**config.mk**
```make
export PLATFORM = sky130hd
export DESIGN_NAME = dram_page_ctrl
export DESIGN_NICKNAME = d
export VERILOG_FILES = /design/src/pkg/dram_ctrl_pkg.sv /design/src/design/dq_sync.sv /design/src/design/refresh_sched.sv /design/src/design/dram_page_ctrl.sv
export SDC_FILE = /design/constraint.sdc
export NUM_CORES = 1
export LEC_CHECK = 0
export BUFFER_PORTS_ARGS = -buffer_cell sky130_fd_sc_hd__clkbuf_2
export CAP_MARGIN = 20
export CELL_PAD_IN_SITES_DETAIL_PLACEMENT = 1
export CELL_PAD_IN_SITES_GLOBAL_PLACEMENT = 2
export CORE_ASPECT_RATIO = 1.2
export CORE_UTILIZATION = 39
export CTS_CLUSTER_DIAMETER = 60
export DETAILED_ROUTE_END_ITERATION = 16
export MAX_ROUTING_LAYER = met4
export PLACE_DENSITY = 0.86
export SLEW_MARGIN = 20
export SYNTH_ARGS = -nofsm -noshare
export SYNTH_HDL_FRONTEND = slang
export SYNTH_SLANG_ARGS = --single-unit
```
**constraint.sdc**
```tcl
create_clock -name sys_clk -period 3.07 [get_ports sys_clk]
set_clock_uncertainty 0.1 [all_clocks]
set_input_delay 0.7675 -clock sys_clk [delete_from_list [all_inputs] [get_ports sys_clk]]
set_output_delay 0.7675 -clock sys_clk [all_outputs]
set_load 0.02 [all_outputs]
```
**src/pkg/dram_ctrl_pkg.sv**
```systemverilog
/*
 * Constants, states and carrier types of the DRAM
 * controller. Assumes 100 MHz and a 1M x 4 DRAM
 * with a multiplexed address.
 */
// What this block does
// - drive 20-bit address as row half at row strobe, column half at column
// - keep write enable high for reads, low for writes
// - never drive data pins while the device may output
// - page mode: hold row strobe low, pulse column strobe per column
// - refresh all 1,024 rows at least every 16ms
// - self refresh: strobe-reversed refresh then hold row strobe low
// - self-refresh part may refresh one row every 125us
// - leave self refresh with row strobe high at least 110ns
// - distributed strobe-reversed refresh needs no burst after self refresh; here eight follow exit if two slots pass in entry
// - never hold row strobe low longer than 100,000ns; self-refresh entry and self refresh hold it low longer
// - wait 100us then eight refresh cycles; repeat eight when overdue
// - self-refresh entry holds row strobe low at least 100us
package dram_ctrl_pkg;

    localparam int CLK_PERIOD_NS = 10;
    localparam int ROW_W         = 10;
    localparam int ADDR_W        = 20;
    localparam int DQ_W          = 4;
    localparam int CNT_W         = 16;
    localparam int SYNC_STAGES   = 2;

    // timing figures in their own units
    localparam int RCD_NS        = 20;
    localparam int RAS_NS        = 60;
    localparam int RP_NS         = 40;
    localparam int RC_NS         = 110;
    localparam int CAC_NS        = 15;
    localparam int ROW_ACCESS_NS = 60;
    localparam int CAS_NS        = 15;
    localparam int CP_NS         = 10;
    localparam int CSR_NS        = 10;
    localparam int SR_EXIT_NS    = 110;
    localparam int RAS_MAX_NS    = 100000;
    localparam int POWERUP_US    = 100;
    localparam int SR_ENTRY_US   = 100;
    localparam int REF_PERIOD_NS = 16000000;
    localparam int ROW_COUNT     = 1024;
    localparam int WAKE_CYCLES   = 8;

    // least times round up to whole cycles
    localparam int RCD_C  = (RCD_NS + CLK_PERIOD_NS - 1) / CLK_PERIOD_NS;
    localparam int RAS_C  = (RAS_NS + CLK_PERIOD_NS - 1) / CLK_PERIOD_NS;
    localparam int CAC_C  = (CAC_NS + CLK_PERIOD_NS - 1) / CLK_PERIOD_NS;
    localparam int RAC_C  = (ROW_ACCESS_NS + CLK_PERIOD_NS - 1)
                            / CLK_PERIOD_NS;
    localparam int PRE_NS = (RP_NS > RC_NS - RAS_NS) ? RP_NS : RC_NS - RAS_NS;
    localparam int RD_C   = ((CAC_C > RAC_C - RCD_C) ? CAC_C : RAC_C - RCD_C)
                            + SYNC_STAGES + 1;

    localparam logic [CNT_W-1:0] RCD_CYC = CNT_W'(RCD_C);
    localparam logic [CNT_W-1:0] RAS_CYC = CNT_W'(RAS_C);
    localparam logic [CNT_W-1:0] PRE_CYC =
        CNT_W'((PRE_NS + CLK_PERIOD_NS - 1) / CLK_PERIOD_NS);
    localparam logic [CNT_W-1:0] RD_CAS_CYC = CNT_W'(RD_C);
    localparam logic [CNT_W-1:0] WR_CAS_CYC =
        CNT_W'((CAS_NS + CLK_PERIOD_NS - 1) / CLK_PERIOD_NS);
    localparam logic [CNT_W-1:0] CP_CYC =
        CNT_W'((CP_NS + CLK_PERIOD_NS - 1) / CLK_PERIOD_NS);
    localparam logic [CNT_W-1:0] CSR_CYC =
        CNT_W'((CSR_NS + CLK_PERIOD_NS - 1) / CLK_PERIOD_NS);
    localparam logic [CNT_W-1:0] SR_EXIT_CYC =
        CNT_W'((SR_EXIT_NS + CLK_PERIOD_NS - 1) / CLK_PERIOD_NS);
    // a longest time rounds down
    localparam logic [CNT_W-1:0] REF_INT_CYC =
        CNT_W'(REF_PERIOD_NS / ROW_COUNT / CLK_PERIOD_NS);
    localparam logic [3:0] WAKE_CNT = 4'(WAKE_CYCLES);

    typedef enum logic [9:0] {
        ST_INIT    = 10'h001,
        ST_IDLE    = 10'h002,
        ST_RAS     = 10'h004,
        ST_CAS     = 10'h008,
        ST_OPEN    = 10'h010,
        ST_PRECH   = 10'h020,
        ST_CBR_CAS = 10'h040,
        ST_CBR_RAS = 10'h080,
        ST_SELF    = 10'h100,
        ST_SR_EXIT = 10'h200
    } ctrl_state_e;

    // strobes and multiplexed address going to the memory
    typedef struct packed {
        logic [ROW_W-1:0] muxed_address_pins;
        logic             ras_n;
        logic             cas_n;
        logic             we_n;
        logic             oe_n;
    } dram_pins_s;

    // one user request
    typedef struct packed {
        logic              write;
        logic [ADDR_W-1:0] addr;
        logic [DQ_W-1:0]   wdata;
    } mem_req_s;

    localparam dram_pins_s PINS_IDLE = '{
        muxed_address_pins: '0, ras_n: 1'b1, cas_n: 1'b1,
        we_n: 1'b1, oe_n: 1'b1};

endpackage

```
**src/design/dq_sync.sv**
```systemverilog
/*
 * Two-flop synchroniser for the shared data pins read back from the
 * memory. Assumes the pins change with no relation to sys_clk.
 */
`timescale 1ns/10ps
module dq_sync #(
    parameter int W = 4
) (
    input  wire logic         sys_clk, // system clock
    input  wire logic         rst_n,   // async reset, active low
    input  wire logic [W-1:0] d_in,    // asynchronous input
    output logic      [W-1:0] d_out    // synchronised copy
);
    logic [W-1:0] meta_r;

    // first stage feeds only the second
    always_ff @(posedge sys_clk or negedge rst_n) begin
        if (!rst_n) begin
            meta_r <= '0;
            d_out  <= '0;
        end else begin
            meta_r <= d_in;
            d_out  <= meta_r;
        end
    end
endmodule

```
**src/design/refresh_sched.sv**
```systemverilog
/*
 * Asks for one refresh per interval,
 * flags an overrun at two owed slots.
 * Assumes each started refresh is acked.
 */
`timescale 1ns/10ps
module refresh_sched
    import dram_ctrl_pkg::*;
(
    input  wire logic sys_clk,  // system clock
    input  wire logic rst_n,    // async reset, active low
    input  wire logic clr,      // restart timing (self refresh)
    input  wire logic ack,      // one refresh started
    output logic      due,      // refresh owed
    output logic      overdue   // pulse: interval exceeded
);
    logic [CNT_W-1:0] tick_r;
    logic [1:0]       pend_r;
    logic             tick;

    assign tick = (tick_r == '0);

    // interval timer, one slot per row keeps all rows inside the period
    always_ff @(posedge sys_clk or negedge rst_n) begin
        if (!rst_n) begin
            tick_r <= REF_INT_CYC - 1'b1;
        end else if (clr || tick) begin
            tick_r <= REF_INT_CYC - 1'b1;
        end else begin
            tick_r <= tick_r - 1'b1;
        end
    end

    // owed refreshes; a new slot and a same-cycle ack cancel out
    always_ff @(posedge sys_clk or negedge rst_n) begin
        if (!rst_n) begin
            pend_r  <= 2'h0;
            overdue <= 1'b0;
        end else begin
            overdue <= 1'b0;
            if (clr) begin
                pend_r <= 2'h0;
            end else if (tick && !ack) begin
                if (pend_r == 2'h1) begin
                    overdue <= 1'b1;
                end
                if (pend_r != 2'h2) begin
                    pend_r <= pend_r + 2'h1;
                end
            end else if (ack && !tick && pend_r != 2'h0) begin
                pend_r <= pend_r - 2'h1;
            end
        end
    end

    assign due = (pend_r != 2'h0);
endmodule

```
**src/design/dram_page_ctrl.sv**
```systemverilog
/*
 * Host-side controller for a 1M x 4 page-mode DRAM.
 * Keeps rows open for hits, refreshes by
 * strobe-reversed cycles, can park in self refresh.
 * Assumes a 100 MHz clock, a self-refresh part
 * and same-clock requests.
 */
`timescale 1ns/10ps
module dram_page_ctrl #(
    parameter int unsigned POWERUP_CYC =
        dram_ctrl_pkg::POWERUP_US * 1000 / dram_ctrl_pkg::CLK_PERIOD_NS,
    parameter int unsigned SR_ENTRY_CYC =
        dram_ctrl_pkg::SR_ENTRY_US * 1000 / dram_ctrl_pkg::CLK_PERIOD_NS,
    parameter int unsigned RAS_MAX_CYC =
        dram_ctrl_pkg::RAS_MAX_NS / dram_ctrl_pkg::CLK_PERIOD_NS
) (
    input  wire logic                            sys_clk,    // clock
    input  wire logic                            rst_n,      // reset
    input  wire logic                            req_valid,  // request
    input  wire dram_ctrl_pkg::mem_req_s         req,        // payload
    output logic                                 req_ready,  // can take
    output logic                                 rsp_valid,  // read done
    output logic [dram_ctrl_pkg::DQ_W-1:0]       rsp_rdata,  // read word
    input  wire logic                            sr_req,     // self ref
    output logic                                 sr_active,  // in self
    output logic                                 init_done,  // ready
    output dram_ctrl_pkg::dram_pins_s            pins,       // strobes
    input  wire logic [dram_ctrl_pkg::DQ_W-1:0]  dq_in,      // pin level
    output logic [dram_ctrl_pkg::DQ_W-1:0]       dq_out,     // pin drive
    output logic                                 dq_oe_n     // 0 drives
);
    import dram_ctrl_pkg::*;

    localparam logic [CNT_W-1:0] PAGE_LIMIT =
        CNT_W'(RAS_MAX_CYC - 32'(RD_CAS_CYC) - 32'(CP_CYC) - 3);

    ctrl_state_e       state_r;
    ctrl_state_e       state_nxt;
    logic [CNT_W-1:0]  cnt_r;
    logic [CNT_W-1:0]  cnt_nxt;
    logic [CNT_W-1:0]  ras_time_r;
    mem_req_s          req_r;
    logic              pend_r;
    logic              pend_nxt;
    logic              self_r;
    logic              self_nxt;
    logic [3:0]        wake_r;
    logic [ROW_W-1:0]  open_row_r;
    logic [DQ_W-1:0]   dq_s;
    logic              ref_due;
    logic              ref_overdue;
    logic              ref_ack;
    logic              accept;
    logic              need_close;
    logic              same_row;
    dram_pins_s        pins_nxt;
    logic              dq_oe_n_nxt;

    dq_sync #(
        .W       (DQ_W)
    ) u_dq_sync (
        .sys_clk (sys_clk),
        .rst_n   (rst_n),
        .d_in    (dq_in),
        .d_out   (dq_s)
    );

    refresh_sched u_refresh_sched (
        .sys_clk (sys_clk),
        .rst_n   (rst_n),
        .clr     (state_r == ST_SELF),
        .ack     (ref_ack),
        .due     (ref_due),
        .overdue (ref_overdue)
    );

    assign accept   = req_valid && req_ready;
    assign same_row = (req_r.addr[ADDR_W-1:ROW_W] == open_row_r);
    assign ref_ack  = (state_r == ST_CBR_CAS) && (cnt_r == '0);
    // reasons to give up the open row; the page timer bounds row-low time
    assign need_close = ref_due || (wake_r != 4'h0) || sr_req
                        || (ras_time_r >= PAGE_LIMIT);

    // sequencing of strobes; each state but idle, open and self lasts cnt+1 cycles
    always_comb begin
        state_nxt = state_r;
        cnt_nxt   = (cnt_r != '0) ? cnt_r - 1'b1 : '0;
        pend_nxt  = pend_r || accept;
        self_nxt  = self_r;
        unique case (state_r)
            ST_INIT: begin
                if (cnt_r == '0) begin
                    state_nxt = ST_IDLE;
                end
            end
            ST_IDLE: begin
                if (wake_r != 4'h0 || ref_due || sr_req) begin
                    // refresh first: a queued access waits out every owed or wake refresh and any self refresh
                    state_nxt = ST_CBR_CAS;
                    cnt_nxt   = CSR_CYC - 1'b1;
                    self_nxt  = sr_req && wake_r == 4'h0 && !ref_due;
                end else if (pend_r) begin
                    state_nxt = ST_RAS;
                    cnt_nxt   = RCD_CYC - 1'b1;
                end
            end
            ST_RAS: begin
                if (cnt_r == '0) begin
                    state_nxt = ST_CAS;
                    pend_nxt  = 1'b0;
                    cnt_nxt   = (req_r.write ? WR_CAS_CYC : RD_CAS_CYC)
                                - 1'b1;
                end
            end
            ST_CAS: begin
                if (cnt_r == '0) begin
                    state_nxt = ST_OPEN;
                    cnt_nxt   = CP_CYC - 1'b1;
                end
            end
            ST_OPEN: begin
                if (cnt_r != '0) begin
                    state_nxt = ST_OPEN;
                end else if (need_close || (pend_r && !same_row)) begin
                    if (ras_time_r >= RAS_CYC) begin
                        state_nxt = ST_PRECH;
                        cnt_nxt   = PRE_CYC - 1'b1;
                    end
                end else if (pend_r && req_r.write && pins.we_n) begin
                    state_nxt = ST_OPEN;
                end else if (pend_r) begin
                    state_nxt = ST_CAS;
                    pend_nxt  = 1'b0;
                    cnt_nxt   = (req_r.write ? WR_CAS_CYC : RD_CAS_CYC)
                                - 1'b1;
                end
            end
            ST_PRECH: begin
                if (cnt_r == '0) begin
                    state_nxt = ST_IDLE;
                end
            end
            ST_CBR_CAS: begin
                if (cnt_r == '0) begin
                    state_nxt = ST_CBR_RAS;
                    cnt_nxt   = self_r ? CNT_W'(SR_ENTRY_CYC - 1)
                                       : RAS_CYC - 1'b1;
                end
            end
            ST_CBR_RAS: begin
                if (cnt_r == '0) begin
                    if (self_r) begin
                        state_nxt = ST_SELF;
                    end else begin
                        state_nxt = ST_PRECH;
                        cnt_nxt   = PRE_CYC - 1'b1;
                    end
                end
            end
            ST_SELF: begin
                if (!sr_req) begin
                    state_nxt = ST_SR_EXIT;
                    cnt_nxt   = SR_EXIT_CYC - 1'b1;
                    self_nxt  = 1'b0;
                end
            end
            ST_SR_EXIT: begin
                // distributed refresh resumes at once unless two slots passed during entry; then eight wake refreshes come first
                if (cnt_r == '0) begin
                    state_nxt = ST_IDLE;
                end
            end
            default: begin
                state_nxt = ST_PRECH;
                cnt_nxt   = PRE_CYC - 1'b1;
            end
        endcase
    end

    // pin levels decoded from the coming state so they leave flops
    always_comb begin
        pins_nxt    = PINS_IDLE;
        dq_oe_n_nxt = 1'b1;
        unique case (state_nxt)
            ST_RAS: begin
                pins_nxt.ras_n = 1'b0;
                pins_nxt.muxed_address_pins =
                    req_r.addr[ADDR_W-1:ROW_W];
                pins_nxt.we_n  = !req_r.write;
                pins_nxt.oe_n  = req_r.write;
                dq_oe_n_nxt    = !req_r.write;
            end
            ST_CAS: begin
                pins_nxt.ras_n = 1'b0;
                pins_nxt.cas_n = 1'b0;
                pins_nxt.muxed_address_pins =
                    req_r.addr[ROW_W-1:0];
                // write enable is low no later than the column fall
                pins_nxt.we_n  = !req_r.write;
                pins_nxt.oe_n  = req_r.write;
                dq_oe_n_nxt    = !req_r.write;
            end
            ST_OPEN: begin
                pins_nxt.ras_n = 1'b0;
                pins_nxt.muxed_address_pins = req_r.addr[ROW_W-1:0];
                // a page write lowers write enable a cycle early
                pins_nxt.we_n  = !(pend_r && req_r.write && same_row);
                dq_oe_n_nxt    = pins_nxt.we_n;
            end
            ST_CBR_CAS: begin
                pins_nxt.cas_n = 1'b0;
            end
            ST_CBR_RAS, ST_SELF: begin
                pins_nxt.ras_n = 1'b0;
                pins_nxt.cas_n = 1'b0;
            end
            default: begin
                pins_nxt = PINS_IDLE;
            end
        endcase
    end

    // state, timer and the queued request
    always_ff @(posedge sys_clk or negedge rst_n) begin
        if (!rst_n) begin
            state_r <= ST_INIT;
            cnt_r   <= CNT_W'(POWERUP_CYC - 1);
            pend_r  <= 1'b0;
            self_r  <= 1'b0;
            req_r   <= '0;
        end else begin
            state_r <= state_nxt;
            cnt_r   <= cnt_nxt;
            pend_r  <= pend_nxt;
            self_r  <= self_nxt;
            if (accept) begin
                req_r <= req;
            end
        end
    end

    // row bookkeeping for page hits and the row-low time limit
    always_ff @(posedge sys_clk or negedge rst_n) begin
        if (!rst_n) begin
            ras_time_r <= '0;
            open_row_r <= '0;
        end else if (state_nxt == ST_RAS && state_r != ST_RAS) begin
            ras_time_r <= '0;
            open_row_r <= req_r.addr[ADDR_W-1:ROW_W];
        end else if (ras_time_r != '1) begin
            ras_time_r <= ras_time_r + 1'b1;
        end
    end

    // wake-up refresh count: eight after power-up and after any overrun
    always_ff @(posedge sys_clk or negedge rst_n) begin
        if (!rst_n) begin
            wake_r    <= WAKE_CNT;
            init_done <= 1'b0;
        end else begin
            if (ref_overdue) begin
                wake_r <= WAKE_CNT;
            end else if (ref_ack && wake_r != 4'h0) begin
                wake_r <= wake_r - 4'h1;
            end
            if (state_r != ST_INIT && wake_r == 4'h0) begin
                init_done <= 1'b1;
            end
        end
    end

    // registered pins and user-side outputs
    always_ff @(posedge sys_clk or negedge rst_n) begin
        if (!rst_n) begin
            pins      <= PINS_IDLE;
            dq_oe_n   <= 1'b1;
            dq_out    <= '0;
            req_ready <= 1'b0;
            sr_active <= 1'b0;
        end else begin
            pins      <= pins_nxt;
            dq_oe_n   <= dq_oe_n_nxt;
            dq_out    <= req_r.wdata;
            req_ready <= !pend_nxt && init_done
                         && (state_nxt == ST_IDLE || state_nxt == ST_OPEN);
            sr_active <= (state_nxt == ST_SELF);
        end
    end

    // read data is taken from the synchronised pins at the column's end
    always_ff @(posedge sys_clk or negedge rst_n) begin
        if (!rst_n) begin
            rsp_valid <= 1'b0;
            rsp_rdata <= '0;
        end else begin
            rsp_valid <= 1'b0;
            if (state_r == ST_CAS && cnt_r == '0 && !req_r.write) begin
                rsp_valid <= 1'b1;
                rsp_rdata <= dq_s;
            end
        end
    end
endmodule

```
==> run summary, run 1 <==
Register bit total from synthesis - 136
Final wirelength - 16.46 mm
Die height - 142.6 microns
Die area - 0.01700 sq mm
Fill cells - 1,751
Critical path class - flip-flop to flip-flop
Footprint of the multi-input gates - 0.002892 sq mm
PD cells - 888.8 mW/mm^2
CP Cell Sequence - or4_4 -> nor3_4 -> nand2_2 -> buf_4 -> or3_1 -> o211ai_1 -> a21o_1 -> buf_4 -> a22o_1
Layout cell share with drive strength beyond 1 - 29.61%
CORE AREA - 0.01614 sq mm
CP max stage delay - 0.57 ns
Final hold slack - 0.2198 ns
Fin. Hold Viols - 0
Final Wtd Congestion - 0.8900
ANT nets after route - 0
DP Cell Count - 865
Root Driver - clkbuf_16
CP Buf/Inv Count - 2
First DRT Iteration DRCs - 196
EDFF count, synth - 0
Crit path top cell by count - buf_4
Post-DP HPWL - 11.66 mm
Worst Max-Slew Pin Slew - 0.7025 ns
Max_slew headroom - 52.73%
CP Launch Type - flip-flop
Clock Latency Late Sink - 0.43 ns
Fin cells - 901
Post-Syn Area per Cell - 10.91 sq um
TritonCTS buffer count - 17
First-pass GRT wire length - 27.32 mm
Ys async rst share - 100.0%
Die width - 119.2 microns
DR vias - 4,875
Fin crit period - 2.906 ns
Port bufs - 59
Synth cell count leaders - dfrtp_1 (117), nor2_1 (68), mux2_2 (39)
Max clock buf depth - 2
Worst Hold Class - input port to async pin
Drt wl/cell - 18.27 microns
H-tree Lvls - 4
CTS tree - yes
Top post-synthesis cells by area - dfrtp_1 (46%), dfstp_2 (7.8%), mux2_2 (6.8%)
Global route total overflow - 0
Largest net degree at the start of global routing - 59
Design area - 0.007804 sq mm
Crit path DAT - 3.16 ns
Vias in the first global route - 5,409
GR Util All Layers - 21.26%
Synthesis warning total - 0
Hold buffer count at CTS - 0
Cell variety after synth - 70
Layout net count - 719
Initial Util - 39.80%
Clock transition at the registers of the reported paths - 0.07 ns
Post-synth top flop - dfrtp_1
Crit-path max FO - 7
Reg2Reg Setup Slack - 0.16 ns
Critical path's top delay family - simple AND/OR/NAND/NOR gates
Tcrit/Tclk final - 94.67%
Placed inst area - 0.007118 sq mm
Sequential Area - 0.003427 sq mm
Max IR drop VDD - 0.0004608 V
Critical Path End Type - flip-flop
Top-count cell post-synth - dfrtp_1
Worst Path Required - 3.33 ns
Area Overhead vs Synth - 21.44%
Slew Viols, Final - 0
1st-pass router iterations - 4
Sink Count - 136
Post-Syn Instances - 589
Std cell rows - 51
Via-to-Cell Ratio - 5.411
Final setup vio count - 0
Max cap viols - 0
Syn Nets - 632
CP max stage cell - or4_4
Sequential element share of the synthesized area - 53.33%
Cell taking the most area after synthesis - dfrtp_1
Worst slack, placed - 0.03596 ns
Outcome - complete, no violations
Maximum clock frequency - 344.1 MHz
N_diodes - 0
Boundary Pins - 60
Syn Std Cell Area - 0.006426 sq mm
Initial antenna violation count - 0
Top cell type's share of synthesized area - 45.56%
Setup ws final - 0.1636 ns
DR DRC count - 0
Leak Pwr - 3.544 nW
repair_timing:
item / 4_1_cts / 5_1_grt
resized for setup: 1 / 8
setup buffers: 0 / 4
pin swaps: 0 / 7
cloned: 0 / 0
setup endpoints to repair: 6 / 15
worst register-to-register path: cells and delay by family (launching register included):
family	cells	cell delay (ns)
buf+inv	2	0.32
simple gates	4	1.28
flops	1	0.38
compound gates	3	0.76
flip-flops by register name, summed over array words and instances, names as in the netlist, 2 cells and up:
name,flops
open_row_r,10
u_refresh_sched.tick_r,16
pins,13
rsp_rdata,4
dq_out,4
u_dq_sync.d_out,4
cnt_r,16
wake_r,4
u_dq_sync.meta_r,4
req_r,25
u_refresh_sched.pend_r,2
state_r,10
ras_time_r,16
cell type report:
type / instances / area share (%)
clock inverter: 15 / 2.261
clock buffer: 17 / 5.451
inverter: 15 / 0.7215
tap: 212 / 3.399
multi-input combinational: 414 / 37.05
sequential: 136 / 43.92
timing repair buffer: 92 / 7.199
through the flow:
step / utilization, % / total power (W) / setup TNS (ns)
after floorplan: - / 0.004141 / 0
after global placement: 44.09 / 0.004711 / 0
after detailed placement: 44.09 / 0.004836 / 0
after CTS: 47.86 / 0.006927 / 0
after global routing: 48.34 / 0.007358 / -0.2360
final: 48.34 / 0.006936 / 0
layout by cell type (no fill, tap or decap), types with 6 or more instances in the layout:
cell type,n
xnor2_1,26
nand2_1,31
and3_1,8
nand3_1,14
a22o_1,11
nor4_1,11
nand4_1,6
nor2_1,68
nor3_1,19
mux2_2,39
clkbuf_16,17
inv_6,6
a21oi_1,11
and2_1,6
o21ai_0,25
dfstp_2,19
ha_1,9
inv_1,15
dfrtp_1,117
xor2_1,26
clkbuf_2,58
or3_1,14
buf_4,32
metal layers:
layer / global-route usage, % / vias to the layer above / wire length (microns)
li1: - / 2273 / -
met1: 23.23 / 2475 / 6584
met2: 38.13 / 100 / 9002
met3: 3.634 / 27 / 448
met4: 8.861 / 0 / 426
met5: - / - / 0
report_power, final:
group / total [W] / internal [W] / switching (W)
clock network: 0.00203 / 0.00110 / 0.000931
logic: 0.00212 / 0.000956 / 0.00117
registers: 0.00278 / 0.00230 / 0.000485
total: 0.00694 / 0.00435 / 0.00258
path summary, 6_finish.rpt:
check / start / endpoint / cells past startpoint
worst min-delay path: rst_n / u_dq_sync.d_out[1]$_DFF_PN0_ / 1
worst max register to register: cnt_r[10]$_DFF_PN1_ / pins[11]$_DFF_PN0_ / 9
max in group asynchronous: rst_n / req_r[14]$_DFFE_PN0P_ / 2
worst min register to register: u_dq_sync.meta_r[2]$_DFF_PN0_ / u_dq_sync.d_out[2]$_DFF_PN0_ / 0
worst max-delay path: cnt_r[10]$_DFF_PN1_ / pins[11]$_DFF_PN0_ / 9
min in group sys_clk: u_dq_sync.meta_r[2]$_DFF_PN0_ / u_dq_sync.d_out[2]$_DFF_PN0_ / 0
cell families (layout without fill, tap and decap cells):
| family | after synthesis | after routing | synth area share, % |
|---|---|---|---|
| AOI/OAI and AO/OA | 92 | 92 | 9.852 |
| xor gates and xnor gates | 52 | 52 | 7.087 |
| adders and majority gates | 10 | 10 | 1.947 |
| buffers and inverters | 39 | 139 | 2.512 |
| DFF | 136 | 136 | 53.33 |
| muxes | 41 | 41 | 7.146 |
| and+or+nand+nor | 219 | 219 | 18.13 |
Power figures use the tool's default switching activity.
==> run 2: changes to the inputs <==
--- a/config.mk
+++ b/config.mk
@@ -14,7 +14,7 @@
 export CTS_CLUSTER_DIAMETER = 60
 export DETAILED_ROUTE_END_ITERATION = 16
 export MAX_ROUTING_LAYER = met4
-export PLACE_DENSITY = 0.86
+export PLACE_DENSITY = 0.89
 export SLEW_MARGIN = 20
 export SYNTH_ARGS = -nofsm -noshare
 export SYNTH_HDL_FRONTEND = slang
==> run summary, run 2 (same netlist as run 1, synthesis figures left out) <==
Max_slew headroom - 60.47%
CTS tree - yes
PD cells - 900.8 mW/mm^2
Top reg by flops - req_r
Leak Pwr - 3.507 nW
Critical Path End Type - flip-flop
Die width - 119.2 microns
Sink Count - 136
Crit path DAT - 3.12 ns
Final Wtd Congestion - 0.9151
DR DRC count - 0
Global route total overflow - 0
Commonest non-fill, non-tap cell in the layout - dfrtp_1
DR vias - 4,898
ANT nets after route - 0
Std cell rows - 51
Crit-path max FO - 10
H-tree Lvls - 4
Die area - 0.01700 sq mm
Fin crit period - 2.917 ns
Final wirelength - 16.60 mm
Via-to-Cell Ratio - 5.497
Psw - 0.002500 W
Post-DP HPWL - 11.48 mm
Fin. Hold Viols - 0
Hold buffer count at CTS - 0
Int Pwr - 0.004492 W
CP Launch Type - flip-flop
GR Util All Layers - 22.09%
CORE AREA - 0.01614 sq mm
Worst Hold Class - input port to async pin
Commonest non-fill, non-tap cells in the layout - dfrtp_1 (117), nor2_1 (68), clkbuf_2 (58)
TritonCTS buffer count - 17
Final setup vio count - 0
Sequential power share - 40.2%
Vias in the first global route - 5,572
Clock Latency Late Sink - 0.42 ns
Sequential Area - 0.003427 sq mm
Combinational share of power - 29.1%
1st-pass router iterations - 4
Boundary Pins - 60
N_diodes - 0
Initial Util - 39.80%
Layout cell share with drive strength beyond 1 - 28.72%
Max reg flops - 25
Sw Share - 35.76%
Fill cells - 1,749
First-pass GRT wire length - 28.24 mm
Footprint of the multi-input gates - 0.002885 sq mm
Initial antenna violation count - 0
Critical path class - flip-flop to flip-flop
Slew Viols, Final - 0
Worst slack, placed - -0.01650 ns
First DRT Iteration DRCs - 202
Clock transition at the registers of the reported paths - 0.06 ns
Root Driver - clkbuf_16
Layout net count - 709
Maximum clock frequency - 342.9 MHz
Area Overhead vs Synth - 20.79%
Finished Core Util - 48.08%
Worst Max-Slew Pin Slew - 0.5875 ns
Max IR drop VDD - 0.0006075 V
Port bufs - 59
Final hold slack - 0.1961 ns
Tcrit/Tclk final - 95.00%
Setup ws final - 0.1535 ns
Max cap viols - 0
Worst Path Required - 3.28 ns
Clock share of power - 30.7%
Die height - 142.6 microns
Max clock buf depth - 2
Largest net degree at the start of global routing - 53
Outcome - complete, no violations
Drt wl/cell - 18.63 microns
RSZ-0062 raised after global routing - false
[run 2: area by class of cell]
cell class                 count  share of cell area, %
clock buffer                  17                  5.480
clock inverter                15                  2.466
inverter                      15                 0.7253
multi-input combinational    414                  37.17
sequential                   136                  44.15
tap                          212                  3.417
timing repair buffer          82                  6.593
[run 2: what timing repair did]
| action | 4_1_cts | 5_1_grt |
|---|---|---|
| pin swaps | 0 | 3 |
| setup buffers | 0 | 0 |
| cloned | 0 | 0 |
| gates resized for setup | 3 | 5 |
| setup endpoints to repair | 8 | 15 |
[run 2: critical path, cell delays in order (launching register included)]
cell	delay, ns
dfstp_2	0.40
or4_4	0.58
nor3_4	0.23
nand2_2	0.14
buf_4	0.20
a21boi_0	0.23
o211ai_1	0.25
a221o_1	0.42
nor4_2	0.25
[run 2: final timing paths]
kind	end	slack (ns)	cells after the start	startpoint
worst max register to register	pins[2]$_DFF_PN1_	0.15	8	cnt_r[8]$_DFF_PN1_
worst min-delay path	rsp_rdata[3]$_DFFE_PN0P_	0.20	1	rst_n
worst min register to register	u_dq_sync.d_out[2]$_DFF_PN0_	0.25	0	u_dq_sync.meta_r[2]$_DFF_PN0_
min in group sys_clk	u_dq_sync.d_out[2]$_DFF_PN0_	0.25	0	u_dq_sync.meta_r[2]$_DFF_PN0_
worst max-delay path	pins[2]$_DFF_PN1_	0.15	8	cnt_r[8]$_DFF_PN1_
max in group asynchronous	pins[2]$_DFF_PN1_	2.00	2	rst_n
[run 2: per-layer routing]
layer  vias to the layer above  part of all wire (%)  global-route usage (%)
met4                         0                   2.2                   9.061
met3                        28                   3.3                   4.593
met2                       101                    56                   39.66
met1                      2520                    39                   23.64
met5                         -                     0                       -
li1                       2249                     -                       -
[run 2: metrics by stage]
step           total power, W  cells  TNS (ns)  area, sq um
2_1_floorplan        0.004141    589         0         6426
3_3_place_gp         0.004671    859         0         7098
3_5_place_dp         0.004805    859  -0.05906         7098
4_1_cts              0.007056    891         0         7734
5_1_grt              0.007402    891         0         7762
6_report             0.006992    891         0         7762
[run 2: power by group through the flow]
| stage | Combinational, W | Clock [W] | Sequential, W |
|---|---|---|---|
| 4_1_cts | 0.00205 | 0.00219 | 0.00281 |
| 6_report | 0.00204 | 0.00214 | 0.00281 |
| 5_1_grt | 0.00226 | 0.00226 | 0.00288 |
| 3_5_place_dp | 0.00199 | 0 | 0.00281 |
| 3_3_place_gp | 0.00190 | 0 | 0.00278 |
| 2_1_floorplan | 0.00146 | 0 | 0.00268 |
==> run 3: changes to the inputs <==
--- a/config.mk
+++ b/config.mk
@@ -10,12 +10,13 @@
 export CELL_PAD_IN_SITES_DETAIL_PLACEMENT = 1
 export CELL_PAD_IN_SITES_GLOBAL_PLACEMENT = 2
 export CORE_ASPECT_RATIO = 1.2
-export CORE_UTILIZATION = 39
+export CORE_UTILIZATION = 40
 export CTS_CLUSTER_DIAMETER = 60
 export DETAILED_ROUTE_END_ITERATION = 16
 export MAX_ROUTING_LAYER = met4
-export PLACE_DENSITY = 0.89
+export PLACE_DENSITY = 0.8
 export SLEW_MARGIN = 20
 export SYNTH_ARGS = -nofsm -noshare
 export SYNTH_HDL_FRONTEND = slang
+export SYNTH_HIERARCHICAL = 1
 export SYNTH_SLANG_ARGS = --single-unit
==> run summary, run 3 <==
Crit path DAT - 3.18 ns
Register bit total from synthesis - 136
Boundary Pins - 60
Sequential element share of the synthesized area - 51.64%
Placed inst area - 0.007283 sq mm
TritonCTS buffer count - 17
Via-to-Cell Ratio - 5.283
Max cap viols - 0
Post-CTS sizing - 0
1st-pass router iterations - 4
Syn Std Cell Area - 0.006636 sq mm
Layout net count - 727
Top reg by flops - req_r
Die width - 119.6 microns
Max reg flops - 25
Post-synth top flop - dfrtp_1
Post-Syn Instances - 602
Slew Viols, Final - 0
Clock Latency Late Sink - 0.42 ns
Critical path class - flip-flop to flip-flop
Std cell rows - 51
Max IR drop VDD - 0.0004027 V
Hold buffer count at CTS - 0
Final Wtd Congestion - 0.8776
Final hold slack - 0.1788 ns
Initial Util - 40.94%
Post-CTS Setup Repair Bufs - 0
Worst Max-Slew Pin Slew - 0.5056 ns
Vias in the first global route - 5,318
Largest net degree at the start of global routing - 51
EDFF count, synth - 0
Root Driver - clkbuf_16
Outcome - complete, no violations
H-tree Lvls - 4
Final setup vio count - 0
Top post-synthesis cells by area - dfrtp_1 (44%), dfstp_2 (7.5%), mux2_2 (6.8%)
PD cells - 868.9 mW/mm^2
Syn Nets - 645
Cell variety after synth - 75
Max_slew headroom - 66.01%
Layout cell share with drive strength beyond 1 - 29.99%
Tcrit/Tclk final - 95.05%
Fill cells - 1,786
Die height - 143.1 microns
Crit-path max FO - 10
Post-Syn Area per Cell - 11.02 sq um
DR vias - 4,802
Die area - 0.01711 sq mm
Clock transition at the registers of the reported paths - 0.06 ns
Top-count cell post-synth - dfrtp_1
Worst Hold Class - input port to async pin
Sink Count - 136
Fin. Hold Viols - 0
Ys async rst share - 100.0%
Critical Path End Type - flip-flop
N_diodes - 0
Top cell type's share of synthesized area - 44.12%
Design area - 0.007868 sq mm
Synthesis warning total - 6
ANT nets after route - 0
Leak Pwr - 3.535 nW
CP Buf/Inv Count - 4
First DRT Iteration DRCs - 193
DR DRC count - 0
Critical path's top delay family - simple AND/OR/NAND/NOR gates
Maximum clock frequency - 342.7 MHz
Commonest non-fill, non-tap cell in the layout - dfrtp_1
CTS tree - yes
Max clock buf depth - 2
Drt wl/cell - 17.85 microns
Initial antenna violation count - 0
Fin crit period - 2.918 ns
Area Overhead vs Synth - 18.55%
CORE AREA - 0.01621 sq mm
RSZ-0062 raised after global routing - true
Port bufs - 59
GR Util All Layers - 21.65%
CP Cell Sequence - inv_1 -> ha_1 -> inv_1 -> nor4b_4 -> buf_4 -> nand2b_1 -> or3_1 -> nand2_2 -> o22ai_2 -> o31ai_4 -> nand2b_1 -> buf_4 -> a22o_1
Reg2Reg Setup Slack - 0.15 ns
Post-DP HPWL - 11.79 mm
Footprint of the multi-input gates - 0.003048 sq mm
First-pass GRT wire length - 27.75 mm
Commonest non-fill, non-tap cells in the layout - dfrtp_1 (117), nor2_1 (77), clkbuf_2 (58)
Global route total overflow - 0
CP max stage cell - or3_1
CP max stage delay - 0.46 ns
Worst Path Required - 3.33 ns
Synth cell count leaders - dfrtp_1 (117), nor2_1 (77), mux2_2 (40)
Sequential Area - 0.003427 sq mm
Final wirelength - 16.23 mm
Design Power - 0.006836 W
CP Launch Type - flip-flop
Cell taking the most area after synthesis - dfrtp_1
==> run 3: worst reg2reg max path, stage by stage (launching register included) <==
cell	delay, ns
dfrtp_1	0.43
inv_1	0.10
ha_1	0.17
inv_1	0.07
nor4b_4	0.36
buf_4	0.20
nand2b_1	0.07
or3_1	0.46
nand2_2	0.18
o22ai_2	0.11
o31ai_4	0.10
nand2b_1	0.17
buf_4	0.20
a22o_1	0.15
==> run 3: kinds of logic (layout without fill, tap and decap cells) <==
family          Yosys count  in the layout  share of synthesized area, %
simple gates            244            244                         21.19
flops                   136            136                         51.64
mux                      43             43                         7.240
compound gates           83             83                         8.880
buf+inv                  36            131                         2.564
fa+ha+maj                10             10                         1.885
xor+xnor                 50             50                         6.599
==> run 3: layer usage <==
| layer | wire, microns | part of all wire, % | vias to the layer above | global-route usage, % |
|---|---|---|---|---|
| met1 | 7506 | 46 | 2440 | 26.59 |
| li1 | - | - | 2281 | - |
| met2 | 8076 | 50 | 64 | 35.69 |
| met3 | 404 | 2.5 | 17 | 4.473 |
| met5 | 0 | 0 | - | - |
| met4 | 241 | 1.5 | 0 | 6.974 |
==> run 3: layout make-up <==
cell class / instances / area share (%)
Multi-Input combinational cell: 430 / 38.74
Sequential cell: 136 / 43.56
Inverter: 18 / 0.8588
Timing Repair Buffer: 81 / 6.091
Tap cell: 212 / 3.371
Clock buffer: 20 / 5.550
Clock inverter: 12 / 1.829
==> run 3: where the power goes <==
part | switching [W] | internal (W)
Clock | 0.000811 | 0.00121
Combinational | 0.00113 | 0.000905
Sequential | 0.000477 | 0.00231
Total | 0.00241 | 0.00442
==> run 3: final timing paths <==
check / endpoint / depth (start not counted) / start
worst max-delay path: pins[5]$_DFF_PN0_ / 13 / u_refresh_sched/pend_r[1]$_DFFE_PN0P_
worst min-delay path: ras_time_r[10]$_DFFE_PN0P_ / 1 / rst_n
worst max register to register: pins[5]$_DFF_PN0_ / 13 / u_refresh_sched/pend_r[1]$_DFFE_PN0P_
worst min register to register: u_dq_sync/d_out[1]$_DFF_PN0_ / 0 / u_dq_sync/meta_r[1]$_DFF_PN0_
max in group asynchronous: pins[2]$_DFF_PN1_ / 2 / rst_n
min in group sys_clk: u_dq_sync/d_out[1]$_DFF_PN0_ / 0 / u_dq_sync/meta_r[1]$_DFF_PN0_
==> run 3: through the flow <==
stage	instances	worst slack, ns	setup TNS, ns	util [%]
2_1_floorplan	602	0.5347	0	-
3_3_place_gp	877	0.1518	0	44.94
3_5_place_dp	877	0.06735	0	44.94
4_1_cts	909	0.04834	0	48.52
5_1_grt	909	-0.06223	-0.06223	48.54
6_report	909	0.1519	0	48.54
